===== config.mk =====
export PLATFORM = sky130hd
export DESIGN_NAME = fbep_top
export DESIGN_NICKNAME = d
export VERILOG_FILES = /design/src/include/fbep_pkg.sv /design/src/include/fbep_attr_if.sv /design/src/hdl/fbep_attr_mem.sv /design/src/hdl/fbep_top.sv
export VERILOG_INCLUDE_DIRS = /design/src /design/src/include
export SDC_FILE = /design/constraint.sdc
export NUM_CORES = 1
export LEC_CHECK = 0
export CORE_ASPECT_RATIO = 0.5
export CORE_MARGIN = 2
export CORE_UTILIZATION = 43
export DETAILED_ROUTE_END_ITERATION = 12
export DONT_BUFFER_PORTS = 1
export GPL_TIMING_DRIVEN = 0
export PLACE_DENSITY = 0.58
export SLEW_MARGIN = 30
export SYNTH_ARGS = -nofsm -noshare
export SYNTH_HDL_FRONTEND = slang
export SYNTH_HIERARCHICAL = 1
export SYNTH_SLANG_ARGS = --single-unit
export TNS_END_PERCENT = 1

===== constraint.sdc =====
create_clock -name core_clk -period 6.5 [get_ports core_clk]
set_clock_uncertainty 0.05 [all_clocks]
set_input_delay 1.3 -clock core_clk [delete_from_list [all_inputs] [get_ports core_clk]]
set_output_delay 1.3 -clock core_clk [all_outputs]
set_load 0.1 [all_outputs]

===== src/include/fbep_consts.svh =====
// constants for the flash block erase and protection checker
// Summary of operation
// - 64 KB flash in 1 KB blocks, each erased alone, others untouched.
// - erasing a block sets every bit of that block to one.
// - one protection attribute per 2 KB region covering two adjacent blocks.
// - read-only regions refuse erase and program, contents stay unaltered.
// - execute-only regions also refuse erase and program.
// - execute-only regions return data to fetches only, deny data and debug reads.
`ifndef FBEP_CONSTS_SVH
`define FBEP_CONSTS_SVH

// ****************************************
// array geometry
// ****************************************
`define FBEP_ADDR_W 16
`define FBEP_WADDR_W 14
`define FBEP_DATA_W 32
`define FBEP_BLK_LSB 10
`define FBEP_BLK_W 6
`define FBEP_REG_LSB 11
`define FBEP_REG_W 5
`define FBEP_NREG 32
`define FBEP_WCNT_W 8
`define FBEP_WCNT_LAST 8'hFF
`define FBEP_ERASED 32'hFFFF_FFFF

// ****************************************
// protection attribute codes
// ****************************************
`define FBEP_ATTR_W 2
`define FBEP_ATTR_OPEN 2'h0
`define FBEP_ATTR_RO 2'h1
`define FBEP_ATTR_XO 2'h2
`define FBEP_ATTR_RST 2'h0

`endif


===== src/include/fbep_pkg.sv =====
// types and decode functions for the flash protection checker
`include "fbep_consts.svh"

package fbep_pkg;

   // ****************************************
   // types
   // ****************************************
   typedef logic [`FBEP_ATTR_W-1:0] fbep_attr_t;
   typedef logic [`FBEP_ADDR_W-1:0] fbep_addr_t;
   typedef logic [`FBEP_DATA_W-1:0] fbep_data_t;
   typedef logic [`FBEP_REG_W-1:0] fbep_region_t;

   typedef enum logic [1:0] {
      FBEP_OP_FETCH = 2'h0,
      FBEP_OP_READ = 2'h1,
      FBEP_OP_PROG = 2'h2,
      FBEP_OP_ERASE = 2'h3
   } fbep_op_e;

   typedef enum logic [3:0] {
      FBEP_ST_IDLE = 4'b0001,
      FBEP_ST_CHECK = 4'b0010,
      FBEP_ST_XFER = 4'b0100,
      FBEP_ST_ERASE = 4'b1000
   } fbep_state_e;

   // ****************************************
   // protection decode
   // ****************************************
   // any code other than open forbids modification; 2'h3 is read as execute-only
   function automatic logic fbep_write_locked(input fbep_attr_t attr);
      return attr != `FBEP_ATTR_OPEN;
   endfunction : fbep_write_locked

   // only execute-style codes hide contents from data reads
   function automatic logic fbep_read_locked(input fbep_attr_t attr);
      return attr[1];
   endfunction : fbep_read_locked

endpackage : fbep_pkg


===== src/include/fbep_attr_if.sv =====
// carrier between the checker and its attribute table
`timescale 1ns/1ps

interface fbep_attr_if;
   import fbep_pkg::*;
   logic wr_en;
   fbep_region_t wr_region;
   fbep_attr_t wr_attr;
   fbep_region_t rd_region;
   fbep_attr_t rd_attr;

   modport ctrl (output wr_en, output wr_region, output wr_attr, output rd_region,
      input rd_attr);
   modport mem (input wr_en, input wr_region, input wr_attr, input rd_region,
      output rd_attr);
endinterface : fbep_attr_if


===== src/hdl/fbep_attr_mem.sv =====
// per-region protection attribute table with registered read
`timescale 1ns/1ps
`include "fbep_consts.svh"

module fbep_attr_mem (
   input wire logic core_clk,
   input wire logic rst_n,
   fbep_attr_if.mem port
);
   import fbep_pkg::*;

   fbep_attr_t table_q [`FBEP_NREG];

   // ****************************************
   // storage, one attribute per 2 KB region
   // ****************************************
   for (genvar g = 0; g < `FBEP_NREG; g++) begin : g_entry
      // each entry owns its write decode
      always_ff @(posedge core_clk or negedge rst_n) begin
         if (!rst_n) begin
            table_q[g] <= `FBEP_ATTR_RST;
         end else if (port.wr_en && port.wr_region == `FBEP_REG_W'(g)) begin
            table_q[g] <= port.wr_attr;
         end
      end
   end

   // read data registered; the checker spends one cycle waiting for it
   always_ff @(posedge core_clk or negedge rst_n) begin
      if (!rst_n) begin
         port.rd_attr <= `FBEP_ATTR_RST;
      end else begin
         port.rd_attr <= table_q[port.rd_region];
      end
   end

endmodule : fbep_attr_mem


===== src/hdl/fbep_top.sv =====
// flash access checker: erase, program, read and fetch under region protection
`timescale 1ns/1ps
`include "fbep_consts.svh"

module fbep_top (
   input wire logic core_clk,
   input wire logic arst_n,
   input wire logic if_req,
   input wire fbep_pkg::fbep_addr_t if_addr,
   output logic if_gnt,
   input wire logic d_req,
   input wire logic d_write,
   input wire logic d_debug,
   input wire fbep_pkg::fbep_addr_t d_addr,
   input wire fbep_pkg::fbep_data_t d_wdata,
   output logic d_gnt,
   input wire logic er_req,
   input wire logic [`FBEP_BLK_W-1:0] er_block,
   output logic er_gnt,
   input wire logic prot_we,
   input wire fbep_pkg::fbep_region_t prot_region,
   input wire fbep_pkg::fbep_attr_t prot_attr,
   output logic rsp_valid,
   output logic rsp_denied,
   output fbep_pkg::fbep_op_e rsp_op,
   output fbep_pkg::fbep_data_t rsp_rdata,
   output logic fl_re,
   output logic fl_we,
   output logic [`FBEP_WADDR_W-1:0] fl_addr,
   output fbep_pkg::fbep_data_t fl_wdata,
   input wire fbep_pkg::fbep_data_t fl_rdata,
   output logic viol,
   input wire logic viol_clr
);
   import fbep_pkg::*;

   logic rst_meta;
   logic rst_n;
   fbep_state_e state;
   fbep_op_e op;
   fbep_addr_t op_addr;
   fbep_data_t op_wdata;
   logic op_debug;
   logic [`FBEP_WCNT_W-1:0] wcnt;
   logic deny;
   logic any_gnt;

   fbep_attr_if attr_bus ();

   // ****************************************
   // reset release
   // ****************************************
   // deassertion re-timed so no flop sees a release near the edge
   always_ff @(posedge core_clk or negedge arst_n) begin
      if (!arst_n) begin
         rst_meta <= 1'b0;
         rst_n <= 1'b0;
      end else begin
         rst_meta <= 1'b1;
         rst_n <= rst_meta;
      end
   end

   // ****************************************
   // arbitration, fetch first so code never starves
   // ****************************************
   assign if_gnt = (state == FBEP_ST_IDLE) && if_req;
   assign d_gnt = (state == FBEP_ST_IDLE) && d_req && !if_req;
   assign er_gnt = (state == FBEP_ST_IDLE) && er_req && !if_req && !d_req;
   assign any_gnt = if_gnt || d_gnt || er_gnt;

   // attribute lookup uses the pair index of the block
   assign attr_bus.wr_en = prot_we;
   assign attr_bus.wr_region = prot_region;
   assign attr_bus.wr_attr = prot_attr;
   always_comb begin
      if (if_gnt) begin
         attr_bus.rd_region = if_addr[`FBEP_REG_LSB +: `FBEP_REG_W];
      end else if (d_gnt) begin
         attr_bus.rd_region = d_addr[`FBEP_REG_LSB +: `FBEP_REG_W];
      end else begin
         attr_bus.rd_region = er_block[`FBEP_BLK_W-1:1];
      end
   end

   fbep_attr_mem u_attr (
      .core_clk(core_clk),
      .rst_n(rst_n),
      .port(attr_bus.mem)
   );

   // ****************************************
   // protection decision in the check cycle
   // ****************************************
   always_comb begin
      unique case (op)
         FBEP_OP_FETCH: deny = 1'b0;
         FBEP_OP_READ: deny = fbep_read_locked(attr_bus.rd_attr);
         FBEP_OP_PROG: deny = fbep_write_locked(attr_bus.rd_attr);
         FBEP_OP_ERASE: deny = fbep_write_locked(attr_bus.rd_attr);
      endcase
   end

   // ****************************************
   // request capture
   // ****************************************
   always_ff @(posedge core_clk or negedge rst_n) begin
      if (!rst_n) begin
         op <= FBEP_OP_FETCH;
         op_addr <= '0;
         op_wdata <= '0;
         op_debug <= 1'b0;
      end else if (if_gnt) begin
         op <= FBEP_OP_FETCH;
         op_addr <= if_addr;
         op_debug <= 1'b0;
      end else if (d_gnt) begin
         op <= d_write ? FBEP_OP_PROG : FBEP_OP_READ;
         op_addr <= d_addr;
         op_wdata <= d_wdata;
         op_debug <= d_debug;
      end else if (er_gnt) begin
         op <= FBEP_OP_ERASE;
         op_addr <= {er_block, `FBEP_BLK_LSB'(0)};
      end
   end

   // ****************************************
   // sequencer
   // ****************************************
   always_ff @(posedge core_clk or negedge rst_n) begin
      if (!rst_n) begin
         state <= FBEP_ST_IDLE;
      end else begin
         unique case (state)
            FBEP_ST_IDLE: if (any_gnt) state <= FBEP_ST_CHECK;
            FBEP_ST_CHECK: begin
               if (deny) begin
                  state <= FBEP_ST_IDLE;
               end else if (op == FBEP_OP_ERASE) begin
                  state <= FBEP_ST_ERASE;
               end else begin
                  state <= FBEP_ST_XFER;
               end
            end
            FBEP_ST_XFER: state <= FBEP_ST_IDLE;
            FBEP_ST_ERASE: if (wcnt == `FBEP_WCNT_LAST) state <= FBEP_ST_IDLE;
            default: state <= FBEP_ST_IDLE;
         endcase
      end
   end

   // word walk through one 1 KB block only
   always_ff @(posedge core_clk or negedge rst_n) begin
      if (!rst_n) begin
         wcnt <= '0;
      end else if (state == FBEP_ST_ERASE) begin
         wcnt <= wcnt + `FBEP_WCNT_W'(1);
      end else begin
         wcnt <= '0;
      end
   end

   // ****************************************
   // flash array drive, registered
   // ****************************************
   // a refused op never raises a strobe, so the array is untouched
   always_ff @(posedge core_clk or negedge rst_n) begin
      if (!rst_n) begin
         fl_re <= 1'b0;
         fl_we <= 1'b0;
         fl_addr <= '0;
         fl_wdata <= '0;
      end else if (state == FBEP_ST_CHECK && !deny) begin
         fl_re <= (op == FBEP_OP_FETCH) || (op == FBEP_OP_READ);
         fl_we <= (op == FBEP_OP_PROG) || (op == FBEP_OP_ERASE);
         fl_addr <= op_addr[`FBEP_ADDR_W-1:2];
         fl_wdata <= (op == FBEP_OP_ERASE) ? `FBEP_ERASED : op_wdata;
      end else if (state == FBEP_ST_ERASE && wcnt != `FBEP_WCNT_LAST) begin
         fl_addr <= {op_addr[`FBEP_BLK_LSB +: `FBEP_BLK_W], wcnt + `FBEP_WCNT_W'(1)};
      end else begin
         fl_re <= 1'b0;
         fl_we <= 1'b0;
      end
   end

   // ****************************************
   // response and violation flag
   // ****************************************
   always_ff @(posedge core_clk or negedge rst_n) begin
      if (!rst_n) begin
         rsp_valid <= 1'b0;
         rsp_denied <= 1'b0;
         rsp_op <= FBEP_OP_FETCH;
         rsp_rdata <= '0;
      end else begin
         rsp_valid <= (state == FBEP_ST_CHECK && deny) || state == FBEP_ST_XFER ||
            (state == FBEP_ST_ERASE && wcnt == `FBEP_WCNT_LAST);
         rsp_denied <= state == FBEP_ST_CHECK && deny;
         rsp_op <= op;
         // hidden contents read back as zero, never the array word
         rsp_rdata <= (state == FBEP_ST_XFER && fl_re) ? fl_rdata : '0;
      end
   end

   // set wins over software clear so no refusal is lost
   always_ff @(posedge core_clk or negedge rst_n) begin
      if (!rst_n) begin
         viol <= 1'b0;
      end else if (state == FBEP_ST_CHECK && deny) begin
         viol <= 1'b1;
      end else if (viol_clr) begin
         viol <= 1'b0;
      end
   end

   // ****************************************
   // checks
   // ****************************************
   a_erase_ones: assert property (@(posedge core_clk) disable iff (!rst_n)
      fl_we && state == FBEP_ST_ERASE |-> fl_wdata == `FBEP_ERASED)
      else $error("erase wrote a word that is not all ones");
   a_erase_one_block: assert property (@(posedge core_clk) disable iff (!rst_n)
      state == FBEP_ST_ERASE |-> fl_we &&
      fl_addr[`FBEP_WADDR_W-1 -: `FBEP_BLK_W] == op_addr[`FBEP_BLK_LSB +: `FBEP_BLK_W])
      else $error("erase strayed outside its block");
   a_erase_end: assert property (@(posedge core_clk) disable iff (!rst_n)
      $rose(state == FBEP_ST_ERASE) |-> ##255 (wcnt == `FBEP_WCNT_LAST) ##1
      (rsp_valid && !rsp_denied && state == FBEP_ST_IDLE))
      else $error("erase did not cover exactly 256 words");
   a_pair_lookup: assert property (@(posedge core_clk) disable iff (!rst_n)
      state == FBEP_ST_CHECK |-> $past(attr_bus.rd_region) == op_addr[`FBEP_REG_LSB +: `FBEP_REG_W])
      else $error("attribute taken from the wrong region");
   a_ro_no_write: assert property (@(posedge core_clk) disable iff (!rst_n)
      state == FBEP_ST_CHECK && attr_bus.rd_attr == `FBEP_ATTR_RO && op inside {FBEP_OP_PROG,
      FBEP_OP_ERASE} |=> !fl_we && rsp_valid && rsp_denied ##1 !fl_we)
      else $error("read-only region was modified");
   a_xo_no_write: assert property (@(posedge core_clk) disable iff (!rst_n)
      state == FBEP_ST_CHECK && attr_bus.rd_attr == `FBEP_ATTR_XO && op != FBEP_OP_FETCH &&
      op != FBEP_OP_READ |=> !fl_we && rsp_denied)
      else $error("execute-only region was modified");
   a_xo_hide_data: assert property (@(posedge core_clk) disable iff (!rst_n)
      state == FBEP_ST_CHECK && attr_bus.rd_attr == `FBEP_ATTR_XO && op == FBEP_OP_READ
      |=> !fl_re && rsp_denied && rsp_rdata == '0)
      else $error("execute-only contents leaked to a data read");
   a_fetch_served: assert property (@(posedge core_clk) disable iff (!rst_n)
      state == FBEP_ST_CHECK && op == FBEP_OP_FETCH |=> fl_re ##1 rsp_valid && !rsp_denied)
      else $error("instruction fetch was not served");
   a_viol_set: assert property (@(posedge core_clk) disable iff (!rst_n)
      rsp_valid && rsp_denied |-> viol)
      else $error("refusal did not raise the violation flag");
   a_viol_sticky: assert property (@(posedge core_clk) disable iff (!rst_n)
      viol && !viol_clr |=> viol)
      else $error("violation flag dropped without a clear");

   c_erase_done: cover property (@(posedge core_clk) disable iff (!rst_n)
      rsp_valid && rsp_op == FBEP_OP_ERASE && !rsp_denied);
   c_prog_denied: cover property (@(posedge core_clk) disable iff (!rst_n)
      rsp_valid && rsp_op == FBEP_OP_PROG && rsp_denied);
   c_read_denied: cover property (@(posedge core_clk) disable iff (!rst_n)
      rsp_valid && rsp_op == FBEP_OP_READ && rsp_denied && op_debug);
   c_fetch_ok: cover property (@(posedge core_clk) disable iff (!rst_n)
      rsp_valid && rsp_op == FBEP_OP_FETCH);

endmodule : fbep_top


==> results.cfg, run 1 <==
[worst_setup_path]
cp.arrival_ns = 2.74
critPathTopFamily = simple AND/OR/NAND/NOR gates
cp_max_fo = 10
critical-path-max-stage-delay_ns = 0.88
cp_num_buf_inv = 1
startpoint_type = flop
cp_cell_sequence = nor4b_4, clkbuf_1, and3_1
crit_type = reg -> out
endpoint_kind = output port
critPathSlowestCell = and3_1
required_ns = 5.15
rrSetupSlack_ns = 3.05

[drt]
routedWlPerCell_um = 20.8
drtPass1Iterations = 5
drt-initial-drc-count = 339
drt-total-wl_um = 20500
routed_via_density = 5.51
drc = 0
antenna_left = 0
via_count = 5423

[synth]
synth_xor_area_share_pct = 0.494
syn_nets = 788
ys_seq_area_share_pct = 60.2
yosys_warnings = 6
synth-edff-count = 0
ys_async_sr_fraction_pct = 100
synth_top_area_share_pct = 59.9
yosysUniqueCellTypes = 59
post-synth-top-count-cell = dfrtp_1
synth_top_family_by_area = multiplexers
postSynthCellCount = 669
synth_area_leader_cell = dfrtp_1
yosys.area_share.simple_pct = 10.1
ys.flop_type = dfrtp_1
synthTopCellsByArea = dfrtp_1 (60%), mux2_2 (12%), mux2i_1 (3.7%), o22a_1 (3.2%), and2_1 (2.5%)
syn_avg_cell_area_um2 = 13.2
ys_seq_elements = 213
synth_area_um2 = 8860
synthAdderAreaFrac_pct = 0.141
netlist_top_cells_count = dfrtp_1 (212), mux2_2 (98), nand2_1 (45)
synth_compound_area_share_pct = 8.80
synthMuxAreaShare_pct = 17.7

[floorplanning]
coreArea_um2 = 20400
num_rows = 37
pin_count = 206
die_h_um = 105
die_w_um = 207
die-area_um2 = 21800
start_util_pct = 43.5

[grt]
grt_use_total_pct = 19.0
overflow = 0
grt_pass1_wl_um = 32200
grt_pass1_vias = 5729
antenna_found_initial = 0
grt_max_degree = 49

[cts]
clockBufferDepth = 3
postCtsSetupBuffers = 0
cts_root_buffer = clkbuf_16
clk_latency_ns = 0.50
cts.sinks = 213
post_cts_resize_count = 0
cts_tree = done
path_clk_slew_ns = 0.06
cts_buffers = 21
htree_levels = 1
postCtsHoldBufs = 0

[power]
peakVddDrop_uv = 186
p_leak_nw = 4.52
power-per-cell-area_nw_per_um2 = 551
p_total_mw = 5.56

[sta]
fin_ws_ns = 2.41
slew-limit-headroom_pct = 34.3
period_share_pct = 62.9
worstMarginPinSlew_ns = 0.985
hold_violations = 0
finalCriticalPeriod_ns = 4.09
finalSetupViolations = 0
fmax_mhz = 244
grt_setup_unrepaired = no
finalMaxSlewViolations = 0

[run_status]
outcome = complete, no violations

[final_layout]
layout.nets = 817
finish.instance_area_um2 = 10100
antenna_cells = 0
syn_to_final_growth_pct = 13.9
drive_gt1_share_pct = 24.9

[place]
dp_worst_setup_slack_ns = 2.45
io_buffers = 0
dpl_cell_area_um2 = 9350
dp_hpwl_um = 14800
gp_congestion = 0.822

[hold_path]
hp-class = reg -> async

[job]
max-cap-violations = 0
## metal layers
| metal | up-vias | global-route usage, % | share of wire [%] |
|---|---|---|---|
| met4 | 0 | 3.09 | 1.4 |
| li1 | 2461 | - | - |
| met5 | - | 0 | 0 |
| met3 | 24 | 4.61 | 5.9 |
| met2 | 124 | 30.9 | 47 |
| met1 | 2814 | 26.2 | 46 |
## final timing paths
check / cells after the start / from / endpoint
setup reg to reg: 11 / state[0] / u_attr/port.rd_attr[0]
min in group core_clk: 0 / rst_meta / rst_n
hold reg to reg: 0 / rst_n / rsp_rdata[16]
max in group asynchronous: 2 / rst_n / u_attr/table_q[41]
hold / removal: 0 / rst_n / rsp_rdata[16]
setup / recovery: 3 / state[0] / er_gnt
## through the flow
step	hold slack, ns	instances	util (%)	TNS (ns)
5_1_grt	0.200	985	49.5	0
4_1_cts	0.187	985	49.5	0
3_5_place_dp	0.178	948	45.9	0
3_3_place_gp	0.285	942	45.2	-462.70
6_report	0.174	985	49.5	0
2_1_floorplan	0.281	669	-	0
## flip-flops by register name (all words and copies together), names as in the netlist
name	flops
u_attr/port.rd_attr	2
fl_addr	14
rst_n	1
viol	1
u_attr/table_q	64
rsp_valid	1
op_addr	14
rst_meta	1
fl_wdata	32
state	4
rsp_op	2
op	2
rsp_denied	1
op_wdata	32
rsp_rdata	32
fl_re	1
wcnt	8
fl_we	1
## layout by cell type (no fill, tap or decap), drive strengths merged, types with 3 or more instances in the layout
cell,count
clkinv,3
o22a,32
bufinv,4
nand2b,7
mux2,107
and2,35
xor2,4
nand4,5
dfrtp,212
o21ai,6
a32oi,5
clkbuf,48
a22oi,23
inv,10
a21o,3
nor3b,3
buf,24
nand3,14
nor2b,5
nor3,5
nor4b,3
a221o,5
mux2i,33
nor2,30
nand2,45
a21oi,5
## logic make-up (layout without fill, tap and decap cells)
logic type                 Yosys count  count (layout)
xor gates and xnor gates             5               5
and+or+nand+nor                    166             166
AOI/OAI and AO/OA                   96              96
other                                1               1
adders and majority gates            1               1
DFF                                213             213
buffers and inverters               47              90
muxes                              140             140
## cell type report
class                      instances  area, µm²
tap                              273        342
fill                            1793      10300
buffer                            38        193
clock inverter                     9        151
sequential                       213       5340
timing repair buffer               6        143
multi-input combinational        409       3310
clock buffer                      28        582
inverter                           9       33.8
## report_power, final
| part | leakage (nW) | total [mW] | internal, mW | switching [mW] |
|---|---|---|---|---|
| Combinational | 1.49 | 1.18 | 0.581 | 0.596 |
| Sequential | 2.67 | 3.08 | 1.70 | 1.38 |
| Clock | 0.358 | 1.30 | 0.790 | 0.510 |
| Total | 4.52 | 5.56 | 3.07 | 2.48 |
Note: power is estimated with default switching activity, not from simulation.
==> run 2: changes to the inputs <==
==> constraint.sdc (replaced) <==
create_clock -name core_clk -period 3.3 [get_ports core_clk]
set_clock_uncertainty 0.05 [all_clocks]
set_input_delay 0.66 -clock core_clk [delete_from_list [all_inputs] [get_ports core_clk]]
set_output_delay 0.66 -clock core_clk [all_outputs]
set_load 0.1 [all_outputs]
==> run 2 against run 1 <==
  * Wire length is 2.5% lower
  * Global-route usage is 0.54 points lower
  * First-iteration DRC count is 1.5% higher
  * Clock-buffer cell count is 2 higher
  * Core utilization is 0.53 points lower
  * Non-clock buffer count stayed put
  * Setup slack worse by 2.3 ns
  * Combinational power is 97% higher
  * Largest cell class unchanged
  * Highest routed layer unchanged
==> results.cfg, run 2 (synthesis gave the netlist of run 1 again) <==
[worst_setup_path]
cp.arrival_ns = 2.43
crit_type = reg -> out
required_ns = 2.59
startpoint_type = flop
endpoint_kind = output port
cp_max_fo = 10

[cts]
cts.sinks = 213
cts_buffers = 20
cts_root_buffer = clkbuf_16
cts_tree = done
clk_latency_ns = 0.49
path_clk_slew_ns = 0.07
htree_levels = 1
clockBufferDepth = 3

[floorplanning]
pin_count = 206
num_rows = 37
die-area_um2 = 21800
coreArea_um2 = 20400
die_h_um = 105
start_util_pct = 43.5
die_w_um = 207

[final_layout]
nFillCells = 1807
regMostFlops = u_attr/table_q
final_common_cell = dfrtp_1
antenna_cells = 0
final_cell_mix = dfrtp_1 (211), mux2_2 (98), nand2_1 (45), and2_1 (35), mux2i_1 (33)
largest_register_ffs = 64
layout.nets = 816
drive_gt1_share_pct = 24.7
syn_to_final_growth_pct = 12.7

[hold_path]
hp-class = in -> reg

[drt]
drtPass1Iterations = 4
drt-total-wl_um = 20000
routedWlPerCell_um = 20.4
via_count = 5356
drc = 0
drt-initial-drc-count = 344
routed_via_density = 5.46
antenna_left = 0

[power]
power-per-cell-area_nw_per_um2 = 1070
p_leak_nw = 4.48
peakVddDrop_uv = 367
p_total_mw = 10.6

[sta]
finalSetupViolations = 0
hold_violations = 0
worstMarginPinSlew_ns = 0.985
slew-limit-headroom_pct = 34.4
period_share_pct = 95.3
finalCriticalPeriod_ns = 3.14
fin_tns_setup_ns = 0
finalMaxSlewViolations = 0
grt_setup_unrepaired = no
fmax_mhz = 318

[grt]
grt_max_degree = 50
grt_pass1_wl_um = 31600
antenna_found_initial = 0
grt_use_total_pct = 18.4
overflow = 0
grt_pass1_vias = 5523

[run_status]
outcome = complete, no violations

[place]
dp_hpwl_um = 14400
gp_congestion = 0.805
io_buffers = 0

[job]
max-cap-violations = 0
[run 2: final cells by class]
cell class                 instances  area (µm²)  share of cell area [%]
sequential                       213        5340                    53.5
multi-input combinational        409        3300                    33.1
clock buffer                      30         629                    6.31
tap                              273         342                    3.42
buffer                            37         189                    1.89
timing repair buffer               7         133                    1.33
inverter                           9        33.8                   0.339
clock inverter                     3        15.0                   0.150
[run 2: path summary, 6_finish.rpt]
check	from	end	slack (ns)	cells after the start
min	d_addr[8]	op_addr[8]	0.23	2
min in group asynchronous	rst_n	rsp_rdata[17]	0.25	0
min reg2reg	rst_n	rsp_rdata[17]	0.25	0
max in group asynchronous	rst_n	state[0]	1.98	2
max	state[0]	d_gnt	0.16	5
max reg2reg	state[0]	u_attr/port.rd_attr[1]	0.21	8
[run 2: per-layer routing]
metal,up-vias,track usage (%),routed length [µm]
met1,2741,25.9,9040
met2,124,29.7,9450
met3,32,3.68,1120
met5,-,0,0
met4,0,3.90,362
li1,2459,-,-
[run 2: power by group]
part,switching [mW],internal (mW)
logic,1.17,1.15
registers,2.71,3.35
clock network,0.959,1.31
total,4.84,5.81
[run 2: what timing repair did]
action | CTS | global route
hold buffers | 1 | 0
hold endpoints to repair | 2 | 0
buffers inserted | 0 | 1
setup endpoints to repair | 3 | 3
pin swaps | 0 | 0
gates resized for setup | 3 | 0
gates cloned | 0 | 0
[run 2: critical path, cell delays in order, from the launching register on]
cell     delay, ns
dfstp_2       0.57
nor4b_4       0.25
buf_4         0.19
and2_1        0.13
buf_2         0.21
buf_2         0.58
[run 2: per-stage QoR]
| stage | cell area (µm²) | instances | util (%) | worst slack [ns] | hold WS, ns |
|---|---|---|---|---|---|
| 2_1_floorplan | 8860 | 669 | - | 0.485 | 0.281 |
| 6_report | 9980 | 981 | 49.0 | 0.155 | 0.229 |
| 4_1_cts | 9980 | 981 | 49.0 | 0.0108 | 0.206 |
| 3_5_place_dp | 9320 | 947 | 45.7 | -0.0853 | 0.277 |
| 3_3_place_gp | 9200 | 942 | 45.2 | -0.0836 | 0.287 |
| 5_1_grt | 9980 | 981 | 49.0 | 0.00583 | 0.209 |
==> run 3: changes to the inputs <==
--- a/config.mk
+++ b/config.mk
@@ -7,7 +7,6 @@
 export NUM_CORES = 1
 export LEC_CHECK = 0
 export CORE_ASPECT_RATIO = 0.5
-export CORE_MARGIN = 2
 export CORE_UTILIZATION = 43
 export DETAILED_ROUTE_END_ITERATION = 12
 export DONT_BUFFER_PORTS = 1
==> run 3 against run 2 <==
  * Cell count down 0.10%
  * Cell area increased by 0.90%
  * Global-route usage up 1.3 points
  * Register-to-register slack worse by 0.02 ns
  * Highest routed layer unchanged
  * Wire length grew 2.9%
==> results.cfg, run 3 (synthesis gave the netlist of run 1 again) <==
[run_status]
outcome = complete, no violations

[grt]
grt_use_total_pct = 19.7
grt_pass1_wl_um = 32200
antenna_found_initial = 0
grt_pass1_vias = 5696
grt_max_degree = 50
overflow = 0

[floorplanning]
coreArea_um2 = 19800
pin_count = 206
die_h_um = 103
num_rows = 36
die_w_um = 205
start_util_pct = 44.7
die-area_um2 = 21200

[sta]
fin_ws_ns = 0.188
finalSetupViolations = 0
period_share_pct = 94.3
worstMarginPinSlew_ns = 0.965
slew-limit-headroom_pct = 35.6
grt_setup_unrepaired = no
finalMaxSlewViolations = 0
fin_tns_setup_ns = 0
fmax_mhz = 321
finalCriticalPeriod_ns = 3.11
hold_violations = 0

[drt]
drtPass1Iterations = 4
drc = 0
routed_via_density = 5.48
drt-total-wl_um = 20600
via_count = 5367
antenna_left = 0
drt-initial-drc-count = 267
routedWlPerCell_um = 21.0

[final_layout]
largest_register_ffs = 64
nFillCells = 1730
antenna_cells = 0
syn_to_final_growth_pct = 13.7
regMostFlops = u_attr/table_q
final_common_cell = dfrtp_1
drive_gt1_share_pct = 25.1
final_cell_mix = dfrtp_1 (211), mux2_2 (98), nand2_1 (45), and2_1 (35), mux2i_1 (33)
finish.instance_area_um2 = 10100
layout.nets = 819

[cts]
cts_root_buffer = clkbuf_16
path_clk_slew_ns = 0.07
clk_latency_ns = 0.50
cts.sinks = 213
cts_tree = done
htree_levels = 1
clockBufferDepth = 3
cts_buffers = 21

[place]
dp_worst_setup_slack_ns = -0.0758
dp_hpwl_um = 14700
dpl_cell_area_um2 = 9330
gp_congestion = 0.779
io_buffers = 0

[job]
max-cap-violations = 0

[worst_setup_path]
critical-path-max-stage-delay_ns = 0.71
cp_cell_sequence = or4b_2, nand2_1, nand3_1, nor2_1, a22oi_1, and4b_1, a31oi_1, o311ai_0
endpoint_kind = flop
required_ns = 3.57
crit_type = reg -> reg
cp_num_buf_inv = 0
startpoint_type = flop
critPathTopFamily = simple AND/OR/NAND/NOR gates
cp.arrival_ns = 3.38
critPathSlowestCell = or4b_2
cp_max_fo = 8

[power]
power-per-cell-area_nw_per_um2 = 1080
p_total_mw = 10.9
p_leak_nw = 4.51
peakVddDrop_uv = 385

[hold_path]
hp-class = in -> reg
run 3: report_power, final:
group | switching (mW) | leakage [nW] | internal [mW]
Clock | 1.02 | 0.342 | 1.46
Combinational | 1.18 | 1.50 | 1.17
Sequential | 2.72 | 2.67 | 3.35
Total | 4.92 | 4.51 | 5.98
run 3: worst paths after layout:
kind | from | to | slack [ns] | cells after the start
hold reg to reg | rst_n | u_attr/table_q[23] | 0.24 | 0
hold / removal | d_addr[4] | op_addr[4] | 0.21 | 2
setup / recovery | state[0] | u_attr/port.rd_attr[0] | 0.19 | 8
max in group asynchronous | rst_n | op_wdata[18] | 1.91 | 3
setup reg to reg | state[0] | u_attr/port.rd_attr[0] | 0.19 | 8
min in group asynchronous | rst_n | u_attr/table_q[23] | 0.24 | 0
run 3: cell type report:
type / instances / area [µm²] / share of cell area [%]
clock inverters: 9 / 130 / 1.29
repair buffers: 8 / 153 / 1.52
flip-flops and latches: 213 / 5340 / 53.0
multi-input cells: 409 / 3310 / 32.8
inverters: 9 / 33.8 / 0.336
plain buffers: 38 / 204 / 2.03
well taps: 266 / 333 / 3.31
clock buffers: 28 / 572 / 5.68
run 3: what timing repair did:
action / CTS / global route
buffers inserted: 0 / 1
setup endpoints to repair: 3 / 3
hold buffers: 1 / 0
resized for setup: 3 / 2
endpoints found under the hold margin: 2 / 0
run 3: per-layer routing:
| metal | up-vias | track usage [%] | share of wire, % |
|---|---|---|---|
| li1 | 2463 | - | - |
| met1 | 2749 | 26.9 | 46 |
| met2 | 126 | 32.2 | 47 |
| met3 | 29 | 4.76 | 5.4 |
| met4 | 0 | 4.62 | 1.8 |
| met5 | - | 0 | 0 |
run 3: through the flow:
stage | utilization [%] | hold slack [ns] | std cells
after floorplan | - | 0.281 | 669
after global placement | 46.4 | 0.287 | 935
after detailed placement | 47.1 | 0.249 | 941
after CTS | 50.7 | 0.188 | 979
after global routing | 50.8 | 0.202 | 980
final | 50.8 | 0.214 | 980
